==> src/logic/pll_cfg_pkg.sv <==
// constants for the pll divider and output router configuration block
package pll_cfg_pkg;
    // register offsets on the two-wire bus
    localparam logic [7:0] OFF_OUT_ENABLE  = 8'h09;
    localparam logic [7:0] OFF_BANK1       = 8'h0c;
    localparam logic [7:0] OFF_LOAD_CAP    = 8'h13;
    localparam logic [7:0] OFF_PUMP_PBHI   = 8'h40;
    localparam logic [7:0] OFF_PB_LOW      = 8'h41;
    localparam logic [7:0] OFF_ODD_REF     = 8'h42;
    localparam logic [7:0] OFF_XBAR_A      = 8'h44;
    localparam logic [7:0] OFF_XBAR_B      = 8'h45;
    localparam logic [7:0] OFF_XBAR_C      = 8'h46;
    localparam logic [7:0] OFF_BANK2       = 8'h47;
    // reset values
    localparam logic [7:0] RST_OUT_ENABLE  = 8'h00;
    localparam logic [7:0] RST_BANK        = 8'h08;
    localparam logic [7:0] RST_LOAD_CAP    = 8'h00;
    localparam logic [4:0] RST_PUMP_PBHI   = 5'h00;
    localparam logic [7:0] RST_PB_LOW      = 8'h00;
    localparam logic [7:0] RST_ODD_REF     = 8'h00;
    localparam logic [7:0] RST_XBAR        = 8'h00;
    localparam logic [1:0] RST_XBAR_C      = 2'h0;
    // fixed fields
    localparam logic [2:0] PUMP_REG_FIXED  = 3'h6;
    localparam logic [5:0] XBAR_C_FIXED    = 6'h3f;
    localparam logic [1:0] OUT_EN_FIXED    = 2'h0;
    // field positions
    localparam int         ODD_BIT_POS     = 7;
    localparam int         SRC_SEL_POS     = 7;
    localparam int         PUMP_LSB        = 2;
    // product and reference divider offsets
    localparam logic [10:0] PRODUCT_BASE_ADD = 11'h004;
    localparam logic [7:0]  REF_DIV_ADD      = 8'h02;
    // 2055 needs twelve bits
    localparam logic [11:0] PRODUCT_MIN      = 12'h008;
    localparam logic [11:0] PRODUCT_MAX      = 12'h807;
    // crosspoint codes
    localparam logic [2:0] XP_REFERENCE    = 3'h0;
    localparam logic [2:0] XP_B1_PROG      = 3'h1;
    localparam logic [2:0] XP_B1_HALF      = 3'h2;
    localparam logic [2:0] XP_B1_THIRD     = 3'h3;
    localparam logic [2:0] XP_B2_PROG      = 3'h4;
    localparam logic [2:0] XP_B2_HALF      = 3'h5;
    localparam logic [2:0] XP_B2_QUARTER   = 3'h6;
    localparam logic [2:0] XP_RESERVED     = 3'h7;
    // serial byte framing: eight data bits then the acknowledge bit
    localparam logic [3:0] BITS_DATA       = 4'h8;
    localparam logic [3:0] BITS_FRAME      = 4'h9;
    typedef enum logic [4:0] {
        ST_IDLE  = 5'b00001,
        ST_ADDR  = 5'b00010,
        ST_REG   = 5'b00100,
        ST_WDATA = 5'b01000,
        ST_RDATA = 5'b10000
    } serial_state_t;
endpackage

==> src/logic/pll_divider_output_router.sv <==
// two-wire register slave, post-divider banks and output crosspoint of a one-pll generator
// Summary of operation
// vco rate is reference over total reference divider times total product count
// total product count equals two times (base plus four) plus odd bit
// product base is 40H bits 1..0 above all of 41H
// odd bit is 42H bit 7, reference divider is 42H bits 6..0
// total product count spans 8 to 2055
// top three bits of 40H are fixed and ignore writes
// charge pump code lives in 40H bits 4..2
// host picks pump code from product count and never uses 101..111
// each bank mux picks vco or reference as its input clock
// 0CH bit 7 selects bank one source, bits 6..0 its divider
// 47H bit 7 selects bank two source, bits 6..0 its divider
// bank dividers run 4 to 127, host never programs below 4
// each output has a three-bit crosspoint code packed in 44H..46H
// codes: ref, b1 prog, b1/2, b1/3, b2 prog, b2/2, b2/4, reserved
// host writes 46H bits 5..0 with their fixed ones
// 09H bits 5..0 enable the six outputs when one
// bank one /2 aligns when divider multiple of four, /3 when six
// bank two /2 aligns when divider multiple of four, /4 when eight
// host uses fixed taps only with matching divider, unused divider set 8
// host never writes test, reserved or blank registers
// total reference divider is the seven-bit field plus two
// write is device address, register address, data bytes, each acknowledged
module pll_divider_output_router
    import pll_cfg_pkg::*;
#(
    parameter logic [6:0] DEVICE_ADDR = 7'h2a  // arbitrary bus address
)(
    input  wire logic        clk,
    input  wire logic        rst_n,
    input  wire logic        scl_in,
    input  wire logic        sda_in,
    output logic             sda_out,
    output logic             sda_oe_n,
    input  wire logic        ref_tick,
    input  wire logic        vco_tick,
    output logic             low_swing_output_1,
    output logic             low_swing_output_2,
    output logic             low_swing_output_3,
    output logic             low_swing_output_4,
    output logic             core_swing_output_5,
    output logic             core_swing_output_6,
    output logic [11:0]      product_total,
    output logic [7:0]       total_reference_divider,
    output logic [2:0]       pump_code,
    output logic [7:0]       load_capacitor_code
);
    // register storage
    logic [7:0]    out_en_reg;
    logic [7:0]    bank_reg [2];
    logic [7:0]    load_cap_reg;
    logic [4:0]    pump_pbhi_reg;
    logic [7:0]    pb_low_reg;
    logic [7:0]    odd_ref_reg;
    logic [7:0]    xbar_a_reg;
    logic [7:0]    xbar_b_reg;
    logic [1:0]    xbar_c_reg;
    // serial front end
    logic [2:0]    scl_sync_reg;
    logic [2:0]    sda_sync_reg;
    logic          scl_f_reg;
    logic          sda_f_reg;
    serial_state_t state_reg;
    logic [3:0]    bit_cnt_reg;
    logic [7:0]    shift_reg;
    logic [7:0]    ptr_reg;
    logic          sda_oe_n_reg;
    logic          sda_out_reg;
    // clock path
    logic          ref_level_reg;
    logic [5:0]    out_reg;
    logic [11:0]   product_total_reg;
    logic [7:0]    ref_total_reg;

    // a pin level is accepted only when the second and third stages agree
    wire scl_f_next = (scl_sync_reg[1] == scl_sync_reg[2]) ? scl_sync_reg[2] : scl_f_reg;
    wire sda_f_next = (sda_sync_reg[1] == sda_sync_reg[2]) ? sda_sync_reg[2] : sda_f_reg;
    wire scl_rise   = scl_f_next & ~scl_f_reg;
    wire scl_fall   = ~scl_f_next & scl_f_reg;
    wire start_seen = scl_f_reg & scl_f_next & sda_f_reg & ~sda_f_next;
    wire stop_seen  = scl_f_reg & scl_f_next & ~sda_f_reg & sda_f_next;
    wire byte_end   = scl_fall & (bit_cnt_reg == BITS_DATA);
    wire frame_end  = scl_fall & (bit_cnt_reg == BITS_FRAME);
    wire addr_hit   = (shift_reg[7:1] == DEVICE_ADDR);
    wire wr_fire    = byte_end & (state_reg == ST_WDATA);

    wire wr_out_en  = wr_fire & (ptr_reg == OFF_OUT_ENABLE);
    wire wr_bank1   = wr_fire & (ptr_reg == OFF_BANK1);
    wire wr_bank2   = wr_fire & (ptr_reg == OFF_BANK2);
    wire wr_load    = wr_fire & (ptr_reg == OFF_LOAD_CAP);
    wire wr_pump    = wr_fire & (ptr_reg == OFF_PUMP_PBHI);
    wire wr_pb_low  = wr_fire & (ptr_reg == OFF_PB_LOW);
    wire wr_odd_ref = wr_fire & (ptr_reg == OFF_ODD_REF);
    wire wr_xbar_a  = wr_fire & (ptr_reg == OFF_XBAR_A);
    wire wr_xbar_b  = wr_fire & (ptr_reg == OFF_XBAR_B);
    wire wr_xbar_c  = wr_fire & (ptr_reg == OFF_XBAR_C);

    // readback view; fixed fields always read their preset values
    function automatic logic [7:0] read_view(input logic [7:0] addr);
        logic [7:0] v;
        v = 8'h00;
        if (addr == OFF_OUT_ENABLE)      v = {OUT_EN_FIXED, out_en_reg[5:0]};
        else if (addr == OFF_BANK1)      v = bank_reg[0];
        else if (addr == OFF_LOAD_CAP)   v = load_cap_reg;
        else if (addr == OFF_PUMP_PBHI)  v = {PUMP_REG_FIXED, pump_pbhi_reg};
        else if (addr == OFF_PB_LOW)     v = pb_low_reg;
        else if (addr == OFF_ODD_REF)    v = odd_ref_reg;
        else if (addr == OFF_XBAR_A)     v = xbar_a_reg;
        else if (addr == OFF_XBAR_B)     v = xbar_b_reg;
        else if (addr == OFF_XBAR_C)     v = {xbar_c_reg, XBAR_C_FIXED};
        else if (addr == OFF_BANK2)      v = bank_reg[1];
        return v;
    endfunction

    wire [7:0] read_next = read_view(ptr_reg);

    always_ff @(posedge clk)
    begin
        if (!rst_n)
        begin
            scl_sync_reg <= 3'h7;
            sda_sync_reg <= 3'h7;
            scl_f_reg    <= 1'b1;
            sda_f_reg    <= 1'b1;
        end
        else
        begin
            scl_sync_reg <= {scl_sync_reg[1:0], scl_in};
            sda_sync_reg <= {sda_sync_reg[1:0], sda_in};
            scl_f_reg    <= scl_f_next;
            sda_f_reg    <= sda_f_next;
        end
    end

    // byte engine: bits counted on scl rise, acknowledge driven after the eighth fall
    always_ff @(posedge clk)
    begin
        if (!rst_n)
        begin
            state_reg    <= ST_IDLE;
            bit_cnt_reg  <= 4'h0;
            shift_reg    <= 8'h00;
            ptr_reg      <= 8'h00;
            sda_oe_n_reg <= 1'b1;
            sda_out_reg  <= 1'b0;
        end
        else if (start_seen)
        begin
            state_reg    <= ST_ADDR;
            bit_cnt_reg  <= 4'h0;
            sda_oe_n_reg <= 1'b1;
        end
        else if (stop_seen)
        begin
            state_reg    <= ST_IDLE;
            sda_oe_n_reg <= 1'b1;
        end
        else if (state_reg != ST_IDLE)
        begin
            if (scl_rise)
            begin
                bit_cnt_reg <= bit_cnt_reg + 4'h1;
                if (state_reg != ST_RDATA)
                begin
                    // the ninth bit is the acknowledge; keep the received byte intact
                    if (bit_cnt_reg != BITS_DATA)
                        shift_reg <= {shift_reg[6:0], sda_f_next};
                end
                else if (bit_cnt_reg == BITS_DATA && sda_f_next)
                    state_reg <= ST_IDLE;          // master refused further bytes
            end
            else if (byte_end)
            begin
                case (state_reg)
                    ST_ADDR:
                    begin
                        if (addr_hit)
                            sda_oe_n_reg <= 1'b0;
                        else
                            state_reg <= ST_IDLE;
                    end
                    ST_REG:
                    begin
                        ptr_reg      <= shift_reg;
                        sda_oe_n_reg <= 1'b0;
                    end
                    ST_WDATA:
                    begin
                        ptr_reg      <= ptr_reg + 8'h01;
                        sda_oe_n_reg <= 1'b0;
                    end
                    default:
                        sda_oe_n_reg <= 1'b1;
                endcase
            end
            else if (frame_end)
            begin
                bit_cnt_reg <= 4'h0;
                if (state_reg == ST_RDATA || (state_reg == ST_ADDR && shift_reg[0]))
                begin
                    // read: present msb of the addressed register, then advance
                    state_reg    <= ST_RDATA;
                    shift_reg    <= read_next;
                    sda_oe_n_reg <= read_next[7];
                    ptr_reg      <= ptr_reg + 8'h01;
                end
                else
                begin
                    state_reg    <= (state_reg == ST_ADDR) ? ST_REG : ST_WDATA;
                    sda_oe_n_reg <= 1'b1;
                end
            end
            else if (scl_fall && state_reg == ST_RDATA && bit_cnt_reg != 4'h0)
            begin
                shift_reg    <= {shift_reg[6:0], 1'b1};
                sda_oe_n_reg <= shift_reg[6];
            end
        end
    end

    // register file; bytes for unlisted offsets are dropped
    always_ff @(posedge clk)
    begin
        if (!rst_n)
        begin
            out_en_reg    <= RST_OUT_ENABLE;
            bank_reg[0]   <= RST_BANK;
            bank_reg[1]   <= RST_BANK;
            load_cap_reg  <= RST_LOAD_CAP;
            pump_pbhi_reg <= RST_PUMP_PBHI;
            pb_low_reg    <= RST_PB_LOW;
            odd_ref_reg   <= RST_ODD_REF;
            xbar_a_reg    <= RST_XBAR;
            xbar_b_reg    <= RST_XBAR;
            xbar_c_reg    <= RST_XBAR_C;
        end
        else
        begin
            if (wr_out_en)  out_en_reg    <= {OUT_EN_FIXED, shift_reg[5:0]};
            if (wr_bank1)   bank_reg[0]   <= shift_reg;
            if (wr_bank2)   bank_reg[1]   <= shift_reg;
            if (wr_load)    load_cap_reg  <= shift_reg;
            if (wr_pump)    pump_pbhi_reg <= shift_reg[4:0];
            if (wr_pb_low)  pb_low_reg    <= shift_reg;
            if (wr_odd_ref) odd_ref_reg   <= shift_reg;
            if (wr_xbar_a)  xbar_a_reg    <= shift_reg;
            if (wr_xbar_b)  xbar_b_reg    <= shift_reg;
            if (wr_xbar_c)  xbar_c_reg    <= shift_reg[7:6];
        end
    end

    // pll counter totals handed to the analog loop
    wire [9:0]  product_base = {pump_pbhi_reg[1:0], pb_low_reg};
    wire [11:0] product_next = {({1'b0, product_base} + PRODUCT_BASE_ADD),
                                odd_ref_reg[ODD_BIT_POS]};
    wire [7:0]  ref_total_next = {1'b0, odd_ref_reg[6:0]} + REF_DIV_ADD;

    always_ff @(posedge clk)
    begin
        if (!rst_n)
        begin
            product_total_reg <= PRODUCT_MIN;
            ref_total_reg     <= REF_DIV_ADD;
        end
        else
        begin
            product_total_reg <= product_next;
            ref_total_reg     <= ref_total_next;
        end
    end

    // the reference source is shown as a level that toggles on each reference tick
    always_ff @(posedge clk)
    begin
        if (!rst_n)
            ref_level_reg <= 1'b0;
        else if (ref_tick)
            ref_level_reg <= ~ref_level_reg;
    end

    // divider banks: taps restart with the programmable counter so rising edges coincide
    logic [2:0] bank_src [2];
    genvar b;
    generate
        for (b = 0; b < 2; b++)
        begin : g_bank
            localparam logic [2:0] TAP_MOD = (b == 0) ? 3'h3 : 3'h4;
            logic [6:0] cnt_reg;
            logic       half_ph_reg;
            logic [1:0] tap_ph_reg;
            logic       prog_reg;
            logic       half_reg;
            logic       tap_reg;
            wire        tick     = bank_reg[b][SRC_SEL_POS] ? vco_tick : ref_tick;
            wire [6:0]  div_n    = bank_reg[b][6:0];
            wire        wrap     = (cnt_reg >= div_n - 7'h01);
            wire [6:0]  cnt_next = wrap ? 7'h00 : cnt_reg + 7'h01;
            wire        half_ph_next = wrap ? 1'b0 : ~half_ph_reg;
            wire [1:0]  tap_ph_next  = (wrap || tap_ph_reg == TAP_MOD[1:0] - 2'h1)
                                       ? 2'h0 : tap_ph_reg + 2'h1;
            always_ff @(posedge clk)
            begin
                if (!rst_n)
                begin
                    // start at the wrap point so the first tick restarts all taps together
                    cnt_reg     <= 7'h7f;
                    half_ph_reg <= 1'b0;
                    tap_ph_reg  <= 2'h0;
                    prog_reg    <= 1'b0;
                    half_reg    <= 1'b0;
                    tap_reg     <= 1'b0;
                end
                else if (tick)
                begin
                    cnt_reg     <= cnt_next;
                    half_ph_reg <= half_ph_next;
                    tap_ph_reg  <= tap_ph_next;
                    prog_reg    <= (cnt_next < {1'b0, div_n[6:1]});
                    half_reg    <= ~half_ph_next;
                    tap_reg     <= (tap_ph_next < TAP_MOD[2:1]);
                end
            end
            assign bank_src[b] = {tap_reg, half_reg, prog_reg};
        end
    endgenerate

    // crosspoint: six three-bit codes packed msb first across 44H, 45H, 46H[7:6]
    wire [17:0] xbar_codes = {xbar_a_reg, xbar_b_reg, xbar_c_reg};
    wire [6:0]  sources    = {bank_src[1], bank_src[0], ref_level_reg};

    function automatic logic pick(input logic [2:0] code, input logic [6:0] src);
        logic s;
        s = 1'b0;
        if (code != XP_RESERVED)
            s = src[code];
        return s;
    endfunction

    wire [5:0] out_next;
    genvar o;
    generate
        for (o = 0; o < 6; o++)
        begin : g_out
            wire [2:0] code = xbar_codes[17 - 3*o -: 3];
            assign out_next[o] = out_en_reg[o] & pick(code, sources);
        end
    endgenerate

    always_ff @(posedge clk)
    begin
        if (!rst_n)
            out_reg <= 6'h00;
        else
            out_reg <= out_next;
    end

    assign sda_out                 = sda_out_reg;
    assign sda_oe_n                = sda_oe_n_reg;
    assign low_swing_output_1      = out_reg[0];
    assign low_swing_output_2      = out_reg[1];
    assign low_swing_output_3      = out_reg[2];
    assign low_swing_output_4      = out_reg[3];
    assign core_swing_output_5     = out_reg[4];
    assign core_swing_output_6     = out_reg[5];
    assign product_total           = product_total_reg;
    assign total_reference_divider = ref_total_reg;
    assign pump_code               = pump_pbhi_reg[4:PUMP_LSB];
    assign load_capacitor_code     = load_cap_reg;

    property p_product;
        @(posedge clk) disable iff (!rst_n)
        1'b1 |=> product_total == ({2'h0, $past(product_base)} + 12'h004) * 12'h002
                 + {11'h000, $past(odd_ref_reg[7])};
    endproperty
    a_product: assert property (p_product) else $error("product total wrong");
    property p_range;
        @(posedge clk) disable iff (!rst_n)
        product_total >= PRODUCT_MIN && product_total <= PRODUCT_MAX;
    endproperty
    a_range: assert property (p_range) else $error("product total out of range");
    property p_ref_total;
        @(posedge clk) disable iff (!rst_n)
        wr_odd_ref |=> ##1 total_reference_divider == {1'b0, $past(shift_reg[6:0], 2)} + 8'd2;
    endproperty
    a_ref_total: assert property (p_ref_total) else $error("reference total wrong");
    property p_fixed_top;
        @(posedge clk) disable iff (!rst_n)
        state_reg == ST_RDATA && $past(frame_end) && $past(ptr_reg) == OFF_PUMP_PBHI
            |-> shift_reg[7:5] == 3'h6;
    endproperty
    a_fixed_top: assert property (p_fixed_top) else $error("40H top bits changed");
    property p_bank1_write;
        @(posedge clk) disable iff (!rst_n)
        wr_bank1 |=> bank_reg[0] == $past(shift_reg) && bank_reg[0][7] == $past(shift_reg[7]);
    endproperty
    a_bank1_write: assert property (p_bank1_write) else $error("bank one not loaded");
    property p_disabled;
        @(posedge clk) disable iff (!rst_n)
        !out_en_reg[0] |=> !low_swing_output_1;
    endproperty
    a_disabled: assert property (p_disabled) else $error("disabled output toggles");
    property p_reserved;
        @(posedge clk) disable iff (!rst_n)
        xbar_codes[14:12] == 3'h7 |=> !low_swing_output_2;
    endproperty
    a_reserved: assert property (p_reserved) else $error("reserved code drives");
    property p_align1;
        @(posedge clk) disable iff (!rst_n)
        $rose(g_bank[0].prog_reg) && bank_reg[0][1:0] == 2'b00 |-> $rose(g_bank[0].half_reg);
    endproperty
    a_align1: assert property (p_align1) else $error("bank one half misaligned");
    property p_align2;
        @(posedge clk) disable iff (!rst_n)
        $rose(g_bank[1].prog_reg) && bank_reg[1][2:0] == 3'b000 |-> $rose(g_bank[1].tap_reg);
    endproperty
    a_align2: assert property (p_align2) else $error("bank two quarter misaligned");
endmodule
==> config.mk <==
export PLATFORM = sky130hd
export DESIGN_NAME = pll_divider_output_router
export DESIGN_NICKNAME = d
export VERILOG_FILES = /design/src/logic/pll_cfg_pkg.sv /design/src/logic/pll_divider_output_router.sv
export SDC_FILE = /design/constraint.sdc
export NUM_CORES = 1
export LEC_CHECK = 0
export BUFFER_PORTS_ARGS = -buffer_cell sky130_fd_sc_hd__buf_2
export CORE_MARGIN = 4
export CORE_UTILIZATION = 45
export CTS_BUF_LIST = sky130_fd_sc_hd__clkbuf_4 sky130_fd_sc_hd__clkbuf_8
export CTS_CLUSTER_SIZE = 20
export DETAILED_ROUTE_END_ITERATION = 10
export PLACE_DENSITY = 0.73
export SLEW_MARGIN = 20
export SYNTH_ARGS = -nofsm -noshare
export SYNTH_HDL_FRONTEND = slang
export SYNTH_SLANG_ARGS = --single-unit
==> constraint.sdc <==
create_clock -name clk -period 3 [get_ports clk]
set_input_delay 0.6 -clock clk [delete_from_list [all_inputs] [get_ports clk]]
set_output_delay 0.6 -clock clk [all_outputs]
set_load 0.005 [all_outputs]
# Word-level counts from Yosys, hierarchy flattened
# Memories as Yosys holds them, arrays and structs flattened.
# Index checks and enable logic that the tools add are counted.
[totals]
inputBits = 6
memories = 1
mem_bits_rw = 16
word_cells = 246
output_inout_bits = 39
reg_bits = 140
[mem_list]
columns = ["memory", "depth", "width", "rd", "rd_ports_with_merged_regs", "wr", "line_no", "text"]
rows = [
  ["bank_reg", 2, 8, 2, 0, 2, "pll_divider_output_router.sv:51", "logic [7:0] bank_reg [2];"],
]
[op_classes]
mux = 79
magnitude_cmp = 12
addsub = 10
reduce_logical = 25
eq_ne = 44
bitwise_logic = 41
[op_table]
columns = ["op", "count"]
rows = [
  ["$mux W8", 22],
  ["$eq A8 B7 Y1 const B", 7],
  ["$mux W5", 8],
  ["$mux W1", 30],
  ["$and A1 B1 Y1", 26],
  ["$lt A3 B4 Y1 const B", 6],
  ["$ne A3 B3 Y1 const B", 8],
  ["$bmux W1 S3", 6],
  ["$eq A8 B4 Y1 const B", 2],
  ["$mux W4", 4],
  ["$pmux W8 S2", 1],
  ["$add A7 B1 Y7 const B", 2],
  ["$ge A7 B7 Y1", 2],
  ["$lt A7 B6 Y1", 2],
  ["$mux W7", 2],
  ["$sub A7 B1 Y7 const B", 2],
  ["$not A1 Y1", 13],
  ["$reduce_and A6 Y1", 2],
  ["$reduce_bool A3 Y1", 4],
  ["$add A10 B3 Y11 const B", 1],
  ["$mux W2", 5],
  ["$ne A5 B5 Y1 const B", 2],
  ["$add A7 B2 Y8 const B", 1],
  ["$add A8 B1 Y8 const B", 1],
  ["other kinds (33)", 52],
]

# Longest topological paths before layout
# Gate-level depths: netlist of run 1.
[logic_depth]
ltp_word = 15
ltp_mapped = 16
ltp_nobuf = 15

# Least setup slack after synthesis of run 1
# No wires, ideal clock.
[synth_path]
path_kind = "reg-to-reg"
from = "memory bank_reg[1][0] (netlist: bank_reg[0][8])"
to = "register g_bank[1].prog_reg"
period_less_slack_ps = 3351
path_slack_ps = -351
setup_time_ps = 70
arrival_time_ps = 3281
path_buffers = 1
required_time_ps = 2930
stages_incl_launch_ff = 17
path_cell_list = "edfxtp_1 -> inv_1 -> ha_1 -> nand3_1 -> xnor2_1 -> ha_1 -> and4_1 -> a221oi_1 -> nand2_1 -> clkbuf_1 -> nor2_1 -> ha_1 -> a21o_1 -> a21o_1 -> a2111oi_0 -> a32oi_1 -> a21oi_1"
[synth_lines]
columns = ["element", "line_no", "text"]
rows = [
  ["start, declared", "pll_divider_output_router.sv:51", ""],
  ["end signal, assigned", "pll_divider_output_router.sv:319", "prog_reg <= (cnt_next < {1'b0, div_n[6:1]});"],
  ["end, declared", "pll_divider_output_router.sv:292", "logic prog_reg;"],
]

==> metrics.yaml, run 1 <==
whs_endpoint: "scl_sync_reg[0]$_SDFF_PN1_"
end_kind: "flip-flop"
r2r_end: "g_bank[1].prog_reg$_SDFFE_PN0P_"
die_w_um: 145.3
cts.htree.levels: 4
violations: "negative setup slack"
r2r-start: "bank_reg[0][11]$_DFFE_PP_"
netlist_area_mm2: 0.008477
period_share_pct: 105.1
hp-class: "primary input to flip-flop"
cts_root_buffer: "clkbuf_8"
synth-seq-cells: 156
hpwl_mm: 16.01
n_antenna_cell: 0
clk_pin_slew_ps: 100
peakVddDrop_mv: 0.3022
place_ws_ps: -170.4
drt_wl_total_mm: 22.72
async_flop_share_pct: 0
worstPathRequired_ps: 3420
initial_core_util_pct: 46.40
cp-startpoint: "bank_reg[0][11]$_DFFE_PP_"
cts_tree: "built"
fmax_ghz: 0.3172
grt_first_pass_wirelength_mm: 36.89
drc: 0
placementRows: 49
area_growth_pct: 13.68
max_cap_violations: 0
ios: 45
dieArea_mm2: 0.02110
synth-edff-count: 16
cts_hold_buffers: 0
ys_seq_area_share_pct: 38.73
avgRoutedWirePerCell_um: 17.75
grt_pass1_vias: 7132
crit_fanout: 4
setup_violations: 2
worst_pin_slew_ps: 726.1
drt_iter0_markers: 709
finalPower_w: 0.004379
yosysUniqueCellTypes: 67
drive_above_1_share_pct: 15.79
yosys_most_used_dff: "dfxtp_1"
reg2reg_slack_ps: -150
layout_commonest_cell: "dfxtp_1"
coreArea_mm2: 0.01827
drtAntennaViolNets: 0
finalHoldViolCount: 0
vias_per_cell: 5.916
crit_type: "flip-flop to flip-flop"
post_dp_cell_area_mm2: 0.009130
slew_headroom_pct: 51.59
antenna_found_initial: 1
layout_common_cells: "dfxtp_1 (140), nor2_1 (114), nand2_1 (105)"
finalCriticalPeriod_ps: 3152
largest_register_ffs: 16
run_status: "finished, violations left"
vias: 7572
rsz0062_at_grt: "yes"
synthesis.nets: 1037
clock_skew_ps: 11.62
cts_sinks: 156
rr_worst_depth: 14
grt.overflow.total: 0
layout_setup_ws_ps: -152.4
whs_path_depth: 2
grt_usage_pct: 21.20
slew_violations: 0
p_leak_nw: 3.937
nets: 1083
holdCritStartpoint: "scl_in"
holdWs_ps: 301.7
yosysWarnings: 0
tns_ps: -189.2
gp_congestion: 0.9420
fill_cells: 1669
portBuffers: 43
critPathLaunchType: "flip-flop"
final_area_mm2: 0.009637
cts_buffer_depth: 2
numCtsBuffers: 17
avgSynthCellArea_um2: 8.545
grt_max_degree: 94
arrival_ps: 3570
p_per_area_mw_per_mm2: 454.4
worstSkewPairLatency_ps: 480
die_h_um: 145.3
synthCells: 992
dr.pass1.iters: 5
-- cells in the mapped netlist (3+ instances only) --
library cell	instances	area, um2
a2bb2oi_1	3	26.28
nand2b_1	14	87.58
nor2b_1	16	100.1
or3_1	8	50.05
and3_1	7	43.79
mux4_2	6	135.1
a311oi_1	3	26.28
buf_1	4	15.01
xnor2_1	22	192.7
edfxtp_1	16	480.5
dfxtp_1	140	2803
nor3_2	3	30.03
o211ai_1	6	45.04
buf_2	5	25.02
nand3b_1	10	75.07
a2111oi_0	6	52.55
o311ai_0	11	96.34
inv_1	37	138.9
a211o_1	5	43.79
ha_1	39	488.0
nand2_1	106	397.9
a221oi_1	8	70.07
xor2_1	10	87.58
o31ai_1	11	82.58
a31oi_1	7	43.79
nor3_1	14	70.07
buf_4	4	30.03
clkbuf_1	53	198.9
and3b_1	4	35.03
nor4_1	3	18.77
mux2i_1	56	560.5
a32oi_1	3	26.28
a211oi_1	19	142.6
and2_1	13	81.33
o21ai_0	57	285.3
a21oi_1	57	285.3
nand3_1	31	155.2
nor2_1	116	435.4
a21o_1	7	52.55
nand4_1	8	50.05
o2111a_1	6	67.56
-- layout make-up --
type | count | area [um2] | area share [%]
multi-input cells | 733 | 4913 | 50.99
flip-flops and latches | 156 | 3283 | 34.07
repair buffers | 93 | 615.6 | 6.388
well taps | 229 | 286.5 | 2.973
clock buffers | 17 | 234.0 | 2.428
clock inverters | 15 | 165.2 | 1.714
inverters | 37 | 138.9 | 1.441
-- worst max-delay path, stage by stage, from the launching register on --
cell and delay (ps):
edfxtp_1 420, nor3_2 230, nand3_1 140, xnor2_1 190
ha_1 280, and4_1 210, a221oi_2 290, nand2_2 130
nor2_2 100, ha_1 240, a21o_1 160, a21o_1 180
a2111oi_4 290, a32oi_1 80, a21oi_1 130
-- cell families after synthesis --
group / count (synthesis) / share of synthesized area, %
AOI/OAI and AO/OA: 225 / 17.45
xor gates and xnor gates: 32 / 3.306
adders and majority gates: 39 / 5.756
buffers and inverters: 103 / 4.812
DFF: 156 / 38.73
muxes: 63 / 8.340
other: 1 / 0.04424
and+or+nand+nor: 373 / 21.56
-- power by group --
group	total, W	switching (W)	internal [W]
sequential	0.00225	0.0000858	0.00216
combinational	0.000537	0.000298	0.000239
clock	0.00159	0.000962	0.000632
-- worst max-delay path by stage --
stage                                           end  slack, ps  cells past startpoint
floorplan           g_bank[1].prog_reg$_SDFFE_PN0P_        -60                     15
detailed placement  g_bank[1].prog_reg$_SDFFE_PN0P_       -170                     14
global placement    g_bank[1].prog_reg$_SDFFE_PN0P_          6                     14
global route        g_bank[1].prog_reg$_SDFFE_PN0P_       -320                     14
CTS                 g_bank[1].prog_reg$_SDFFE_PN0P_       -130                     14
finish              g_bank[1].prog_reg$_SDFFE_PN0P_       -150                     14
-- layer usage --
| metal | GRT usage [%] | up-vias | part of all wire, % |
|---|---|---|---|
| met2 | 33.61 | 293 | 46 |
| met3 | 4.771 | 70 | 7.3 |
| met1 | 27.90 | 3563 | 44 |
| li1 | - | 3644 | - |
| met4 | 9.164 | 2 | 3.2 |
| met5 | 0 | - | 0.057 |
-- what timing repair did --
item	4_1_cts	5_1_grt
pin swaps	20	4
buffers inserted	5	0
endpoints found under the hold margin	0	0
gates resized for setup	12	2
setup endpoints to repair	2	2
-- stage by stage --
| stage | util [%] | instances |
|---|---|---|
| finish | 52.75 | 1280 |
| floorplan | - | 992 |
| CTS | 52.64 | 1280 |
| global placement | 49.97 | 1243 |
| global route | 52.75 | 1280 |
| detailed placement | 49.97 | 1243 |
Note: power is estimated with default switching activity, not from simulation.
==> inputs of run 2 (changes only) <==
- ABC_AREA: unset -> 1
- CTS_BUF_LIST: sky130_fd_sc_hd__clkbuf_4 sky130_fd_sc_hd__clkbuf_8 -> unset
==> metrics.yaml, run 2 <==
grt_first_pass_wirelength_mm: 36.00  # was 36.89 mm
gp_congestion: 0.9549  # was 0.9420
slew_headroom_pct: 49.17  # was 51.59%
netlist_area_mm2: 0.008426  # was 0.008477 mm2
synthesis.nets: 1155  # was 1,037
setup_violations: 0  # was 2
worst_pin_slew_ps: 755.5  # was 726.1 ps
cts_hold_buffers: 0  # unchanged
antenna_found_initial: 1  # unchanged
drt_wl_total_mm: 23.02  # was 22.72 mm
async_flop_share_pct: 0  # unchanged
run_status: "finished clean"  # was finished, violations left
p_per_area_mw_per_mm2: 512.2  # was 454.4 mW/mm2
synth_top_area_share_pct: 33.26  # was 33.06%
layout_commonest_cell: "nand2_1"  # was dfxtp_1
slew_violations: 0  # unchanged
max_cap_violations: 0  # unchanged
critPathLaunchType: "flip-flop"  # unchanged
final_cells: 1417  # was 1,280
peakVddDrop_mv: 0.3883  # was 0.3022 mV
hp-class: "primary input to flip-flop"  # unchanged
fmax_ghz: 0.3380  # was 0.3172 GHz
period_share_pct: 98.61  # was 105.1%
placementRows: 49  # unchanged
synth-seq-cells: 156  # unchanged
dr.pass1.iters: 5  # unchanged
portBuffers: 43  # unchanged
yosysUniqueCellTypes: 60  # was 67
vias: 7914  # was 7,572
dieArea_mm2: 0.02098  # was 0.02110 mm2
grt.overflow.total: 0  # unchanged
dp_cells: 1363  # was 1,243
drtAntennaViolNets: 0  # unchanged
n_antenna_cell: 0  # unchanged
ys_top_cells_by_area: "dfxtp_1 (33%), nand2_1 (8.8%), a21oi_1 (8.1%)"  # was dfxtp_1 (33%), mux2i_1 (6.6%), ha_1 (5.8%)
cts_root_buffer: "clkbuf_16"  # was clkbuf_8
die_h_um: 144.8  # was 145.3 um
grt_pass1_vias: 7067  # was 7,132
clock_skew_ps: 6.678  # was 11.62 ps
arrival_ps: 3320  # was 3570 ps
largest_register_ffs: 16  # unchanged
ios: 45  # unchanged
yosys.area.top_type: "dfxtp_1"  # unchanged
numCtsBuffers: 17  # unchanged
avgSynthCellArea_um2: 7.591  # was 8.545 um2
synthCells: 1110  # was 992
p_leak_nw: 4.267  # was 3.937 nW
coreArea_mm2: 0.01821  # was 0.01827 mm2
area_growth_pct: 17.08  # was 13.68%
finalHoldViolCount: 0  # unchanged
worstSkewPairLatency_ps: 430  # was 480 ps
use_met3_pct: 4.239  # was 4.771%
clk_pin_slew_ps: 60  # was 100 ps
synthTopCellsByCount: "nand2_1 (198), dfxtp_1 (140), a21oi_1 (136), inv_1 (109), o21ai_0 (89)"  # was dfxtp_1 (140), nor2_1 (116), nand2_1 (106), a21oi_1 (57), o21ai_0 (57)
grt_max_degree: 54  # was 94
cts_tree: "built"  # unchanged
tns_ps: 0  # was -189.2 ps
layout_setup_ws_ps: 41.66  # was -152.4 ps
avgRoutedWirePerCell_um: 16.24  # was 17.75 um
cts.htree.levels: 4  # unchanged
drc: 0  # unchanged
drt_iter0_markers: 800  # was 709
drive_above_1_share_pct: 19.70  # was 15.79%
synth_most_common_cell: "nand2_1"  # was dfxtp_1
synth-edff-count: 16  # unchanged
end_kind: "flip-flop"  # unchanged
grtUsageMet1_pct: 30.14  # was 27.90%
holdWs_ps: 354.7  # was 301.7 ps
rsz0062_at_grt: "yes"  # unchanged
grtUsageMet2_pct: 34.30  # was 33.61%
cts_buffer_depth: 2  # unchanged
fill_cells: 1656  # was 1,669
ys_seq_area_share_pct: 38.97  # was 38.73%
crit_fanout: 6  # was 4
finalCriticalPeriod_ps: 2958  # was 3152 ps
hpwl_mm: 16.33  # was 16.01 mm
grt_busiest_layer: "met2"  # unchanged
vias_per_cell: 5.585  # was 5.916
place_ws_ps: -76.40  # was -170.4 ps
yosys_most_used_dff: "dfxtp_1"  # unchanged
worstPathRequired_ps: 3360  # was 3420 ps
yosysWarnings: 0  # unchanged
die_w_um: 144.8  # was 145.3 um
cts_sinks: 156  # unchanged
crit_type: "flip-flop to flip-flop"  # unchanged
nets: 1221  # was 1,083
initial_core_util_pct: 46.27  # was 46.40%
layout_common_cells: "nand2_1 (194), dfxtp_1 (140), a21oi_1 (128)"  # was dfxtp_1 (140), nor2_1 (114), nand2_1 (105)
grt_usage_pct: 21.75  # was 21.20%
-- run 2: cell count changes in the layout (fill, tap and decap cells not counted), moves of 19 or more --
cell and change:
a21oi_1 +72, mux2i_1 -56, nand2_1 +89, nor2_1 -34
inv_2 +24, nand3_1 +27, inv_1 +70, clkbuf_16 +19
o21ai_0 +31
-- run 2: cells by family after synthesis --
logic type | after synthesis | synth area share (%)
xor gates and xnor gates | 21 | 2.183
AOI/OAI and AO/OA | 288 | 19.16
DFF | 156 | 38.97
and+or+nand+nor | 434 | 25.33
adders and majority gates | 39 | 5.792
other | 1 | 0.04451
buffers and inverters | 171 | 8.524
-- run 2: what timing repair did --
action                     CTS  global route
gates resized for setup      7            50
setup endpoints to repair    2             3
setup buffers                8            16
pin swaps                    0            30
-- run 2: cell type report --
class / count / area (um2) / area share, %
well taps: 229 / 286.5 / 2.905
repair buffers: 82 / 508.0 / 5.150
inverters: 136 / 514.2 / 5.213
clock inverters: 10 / 110.1 / 1.116
flip-flops and latches: 156 / 3283 / 33.28
clock buffers: 21 / 496.7 / 5.036
multi-input cells: 783 / 4666 / 47.30
-- run 2: worst paths after layout --
kind,depth (start not counted),slack (ps),end,startpoint
max,18,40,g_bank[1].prog_reg$_SDFFE_PN0P_,bank_reg[0][9]$_DFFE_PP_
min,2,350,sda_sync_reg[0]$_SDFF_PN1_,sda_in
max reg2reg,18,40,g_bank[1].prog_reg$_SDFFE_PN0P_,bank_reg[0][9]$_DFFE_PP_
min reg2reg,1,420,scl_sync_reg[1]$_SDFF_PN1_,scl_sync_reg[0]$_SDFF_PN1_
-- run 2: worst max-delay path, cell delays in order, from the launching register on --
cell	delay, ps
edfxtp_1	410
inv_2	100
ha_4	150
nand3_4	80
nor3_2	180
xor2_1	160
ha_1	290
a21oi_2	170
o21ai_2	70
a21oi_2	180
nand2_4	130
buf_4	180
nor2_4	90
ha_1	250
nand2_2	80
nor2_1	40
nand2_1	60
o2111ai_2	80
a21oi_1	160
-- run 2: per-stage QoR --
step	area (um2)	util [%]	power [W]
2_1_floorplan	8426	-	0.002601
3_3_place_gp	8843	48.57	0.002717
3_5_place_dp	8843	48.57	0.002733
4_1_cts	9540	52.39	0.004950
5_1_grt	9864	54.17	0.005255
6_report	9864	54.17	0.005053
-- run 2: metal layers --
layer | vias to the layer above | routed length, um
li1 | 3885 | -
met1 | 3694 | 10060
met2 | 289 | 10770
met3 | 44 | 1670
met4 | 2 | 502
met5 | - | 13
-- run 2: where the power goes --
part	total, W	leakage, nW	switching [W]	internal [W]
clock network	0.00219	0.299	0.000849	0.00135
logic	0.000633	2.69	0.000357	0.000275
registers	0.00223	1.28	0.0000644	0.00216
total	0.00505	4.27	0.00127	0.00378
==> inputs of run 3 (changes only) <==
- ABC_AREA: 1 -> unset
==> metrics.yaml, run 3 (synthesis gave the netlist of run 1 again) <==
run_status: "finished, violations left"  # was finished clean
violations: "negative setup slack"
wl_met3_mm: 1.738  # was 1.670 mm
hpwl_mm: 16.01  # was 16.33 mm
initial_core_util_pct: 46.40  # was 46.27%
die_w_um: 145.3  # was 144.8 um
vias_per_cell: 5.944  # was 5.585
wl_met2_mm: 10.52  # was 10.77 mm
placementRows: 49  # unchanged
area_growth_pct: 15.82  # was 17.08%
post-route-util_pct: 53.74  # was 54.17%
place_ws_ps: -170.4  # was -76.40 ps
ios: 45  # unchanged
cts_hold_buffers: 0  # unchanged
coreArea_mm2: 0.01827  # was 0.01821 mm2
cts.htree.levels: 4  # unchanged
finalHoldViolCount: 0  # unchanged
p_per_area_mw_per_mm2: 501.4  # was 512.2 mW/mm2
rsz0062_at_grt: "yes"  # unchanged
die_h_um: 145.3  # was 144.8 um
n_antenna_cell: 0  # unchanged
top_layer: "met5"  # unchanged
layout_common_cells: "dfxtp_1 (140), nor2_1 (114), nand2_1 (105)"  # was nand2_1 (194), dfxtp_1 (140), a21oi_1 (128)
critPathLaunchType: "flip-flop"  # unchanged
grt_max_degree: 94  # was 54
drt-met1-wl_mm: 9.822  # was 10.06 mm
drt_wl_total_mm: 22.85  # was 23.02 mm
avgRoutedWirePerCell_um: 17.84  # was 16.24 um
cts_root_buffer: "clkbuf_16"  # unchanged
max_cap_violations: 0  # unchanged
crit_fanout: 4  # was 6
drc: 0  # unchanged
regArea_mm2: 0.003283  # unchanged
fill_cells: 1646  # was 1,656
drtAntennaViolNets: 0  # unchanged
arrival_ps: 3520  # was 3320 ps
multi_input_comb_area_mm2: 0.004896  # was 0.004666 mm2
gp_congestion: 0.9420  # was 0.9549
tns_ps: -182.7  # was 0 ps
portBuffers: 43  # unchanged
slew_violations: 0  # unchanged
setup_violations: 2  # was 0
vias: 7614  # was 7,914
antenna_found_initial: 1  # unchanged
cts_buffer_depth: 2  # unchanged
clock_skew_ps: 8.045  # was 6.678 ps
drive_above_1_share_pct: 15.78  # was 19.70%
cts_tree: "built"  # unchanged
hp-class: "primary input to flip-flop"  # unchanged
grt_usage_pct: 21.38  # was 21.75%
numCtsBuffers: 17  # unchanged
cts_sinks: 156  # unchanged
worstPathRequired_ps: 3370  # was 3360 ps
grt_pass1_vias: 7169  # was 7,067
worst_pin_slew_ps: 720.4  # was 755.5 ps
slew_headroom_pct: 51.97  # was 49.17%
nets: 1084  # was 1,221
largest_register_ffs: 16  # unchanged
clk_pin_slew_ps: 70  # was 60 ps
layout_setup_ws_ps: -147.7  # was 41.66 ps
peakVddDrop_mv: 0.4076  # was 0.3883 mV
end_kind: "flip-flop"  # unchanged
crit_type: "flip-flop to flip-flop"  # unchanged
dieArea_mm2: 0.02110  # was 0.02098 mm2
grt_first_pass_wirelength_mm: 37.29  # was 36.00 mm
drt_iter0_markers: 773  # was 800
p_leak_nw: 4.029  # was 4.267 nW
fmax_ghz: 0.3177  # was 0.3380 GHz
dr.pass1.iters: 5  # unchanged
grt.overflow.total: 0  # unchanged
worstSkewPairLatency_ps: 440  # was 430 ps
layout_commonest_cell: "dfxtp_1"  # was nand2_1
period_share_pct: 104.9  # was 98.61%
finalCriticalPeriod_ps: 3148  # was 2958 ps
run 3: cell types whose count changed in the layout (fill, tap and decap cells not counted), moves of 31 or more:
cell and change:
a21oi_1 -72, inv_1 -70, mux2i_1 +56, nand2_1 -89, nor2_1 +34, o21ai_0 -31
run 3: layer usage:
metal  up-vias  global-route usage, %
met3        67                  4.708
met2       304                  34.12
met4         2                  8.405
li1       3658                      -
met5         -                      0
met1      3583                  28.36
run 3: final timing paths:
path | end | slack [ps] | cells after the start | start
worst max-delay path | g_bank[1].prog_reg$_SDFFE_PN0P_ | -150 | 14 | bank_reg[0][10]$_DFFE_PP_
worst min-delay path | scl_sync_reg[0]$_SDFF_PN1_ | 340 | 2 | scl_in
worst max register to register | g_bank[1].prog_reg$_SDFFE_PN0P_ | -150 | 14 | bank_reg[0][10]$_DFFE_PP_
worst min register to register | sda_sync_reg[1]$_SDFF_PN1_ | 410 | 1 | sda_sync_reg[0]$_SDFF_PN1_
run 3: through the flow:
| step | instances | total power (W) | hold WS, ps | cell area, um2 |
|---|---|---|---|---|
| floorplan | 992 | 0.002648 | 386.3 | 8554 |
| global placement | 1243 | 0.002762 | 387.4 | 9130 |
| detailed placement | 1243 | 0.002781 | 391.7 | 9130 |
| CTS | 1280 | 0.004935 | 332.7 | 9792 |
| global route | 1281 | 0.005107 | 357.4 | 9818 |
| finish | 1281 | 0.004923 | 341.2 | 9818 |
run 3: layout make-up:
type	instances	share of cell area [%]
clock buffer	17	4.333
clock inverter	15	1.682
inverter	37	1.415
multi-input combinational	733	49.87
sequential	156	33.44
tap	229	2.918
timing repair buffer	94	6.346
run 3: repair_timing:
action | CTS | global route
setup endpoints to repair | 2 | 2
gates cloned | 0 | 0
resized for setup | 10 | 2
pin swaps | 20 | 4
buffers inserted | 5 | 1
run 3: power breakdown:
group / internal, W / switching [W] / total [W] / leakage (nW)
Sequential: 0.00216 / 0.0000852 / 0.00225 / 1.29
Combinational: 0.000237 / 0.000294 / 0.000531 / 2.46
Clock: 0.00112 / 0.00102 / 0.00214 / 0.286
run 3: worst max-delay path, cell delays in order, from the launching register on:
cell       delay [ps]
edfxtp_1          420
buf_4             170
nor3_1            250
xnor2_1           160
ha_1              260
and4_1            210
a221oi_2          290
nand2_2           130
nor2_2            100
ha_1              240
a21o_1            160
a21o_1            180
a2111oi_4         290
a32oi_1            80
a21oi_1           130
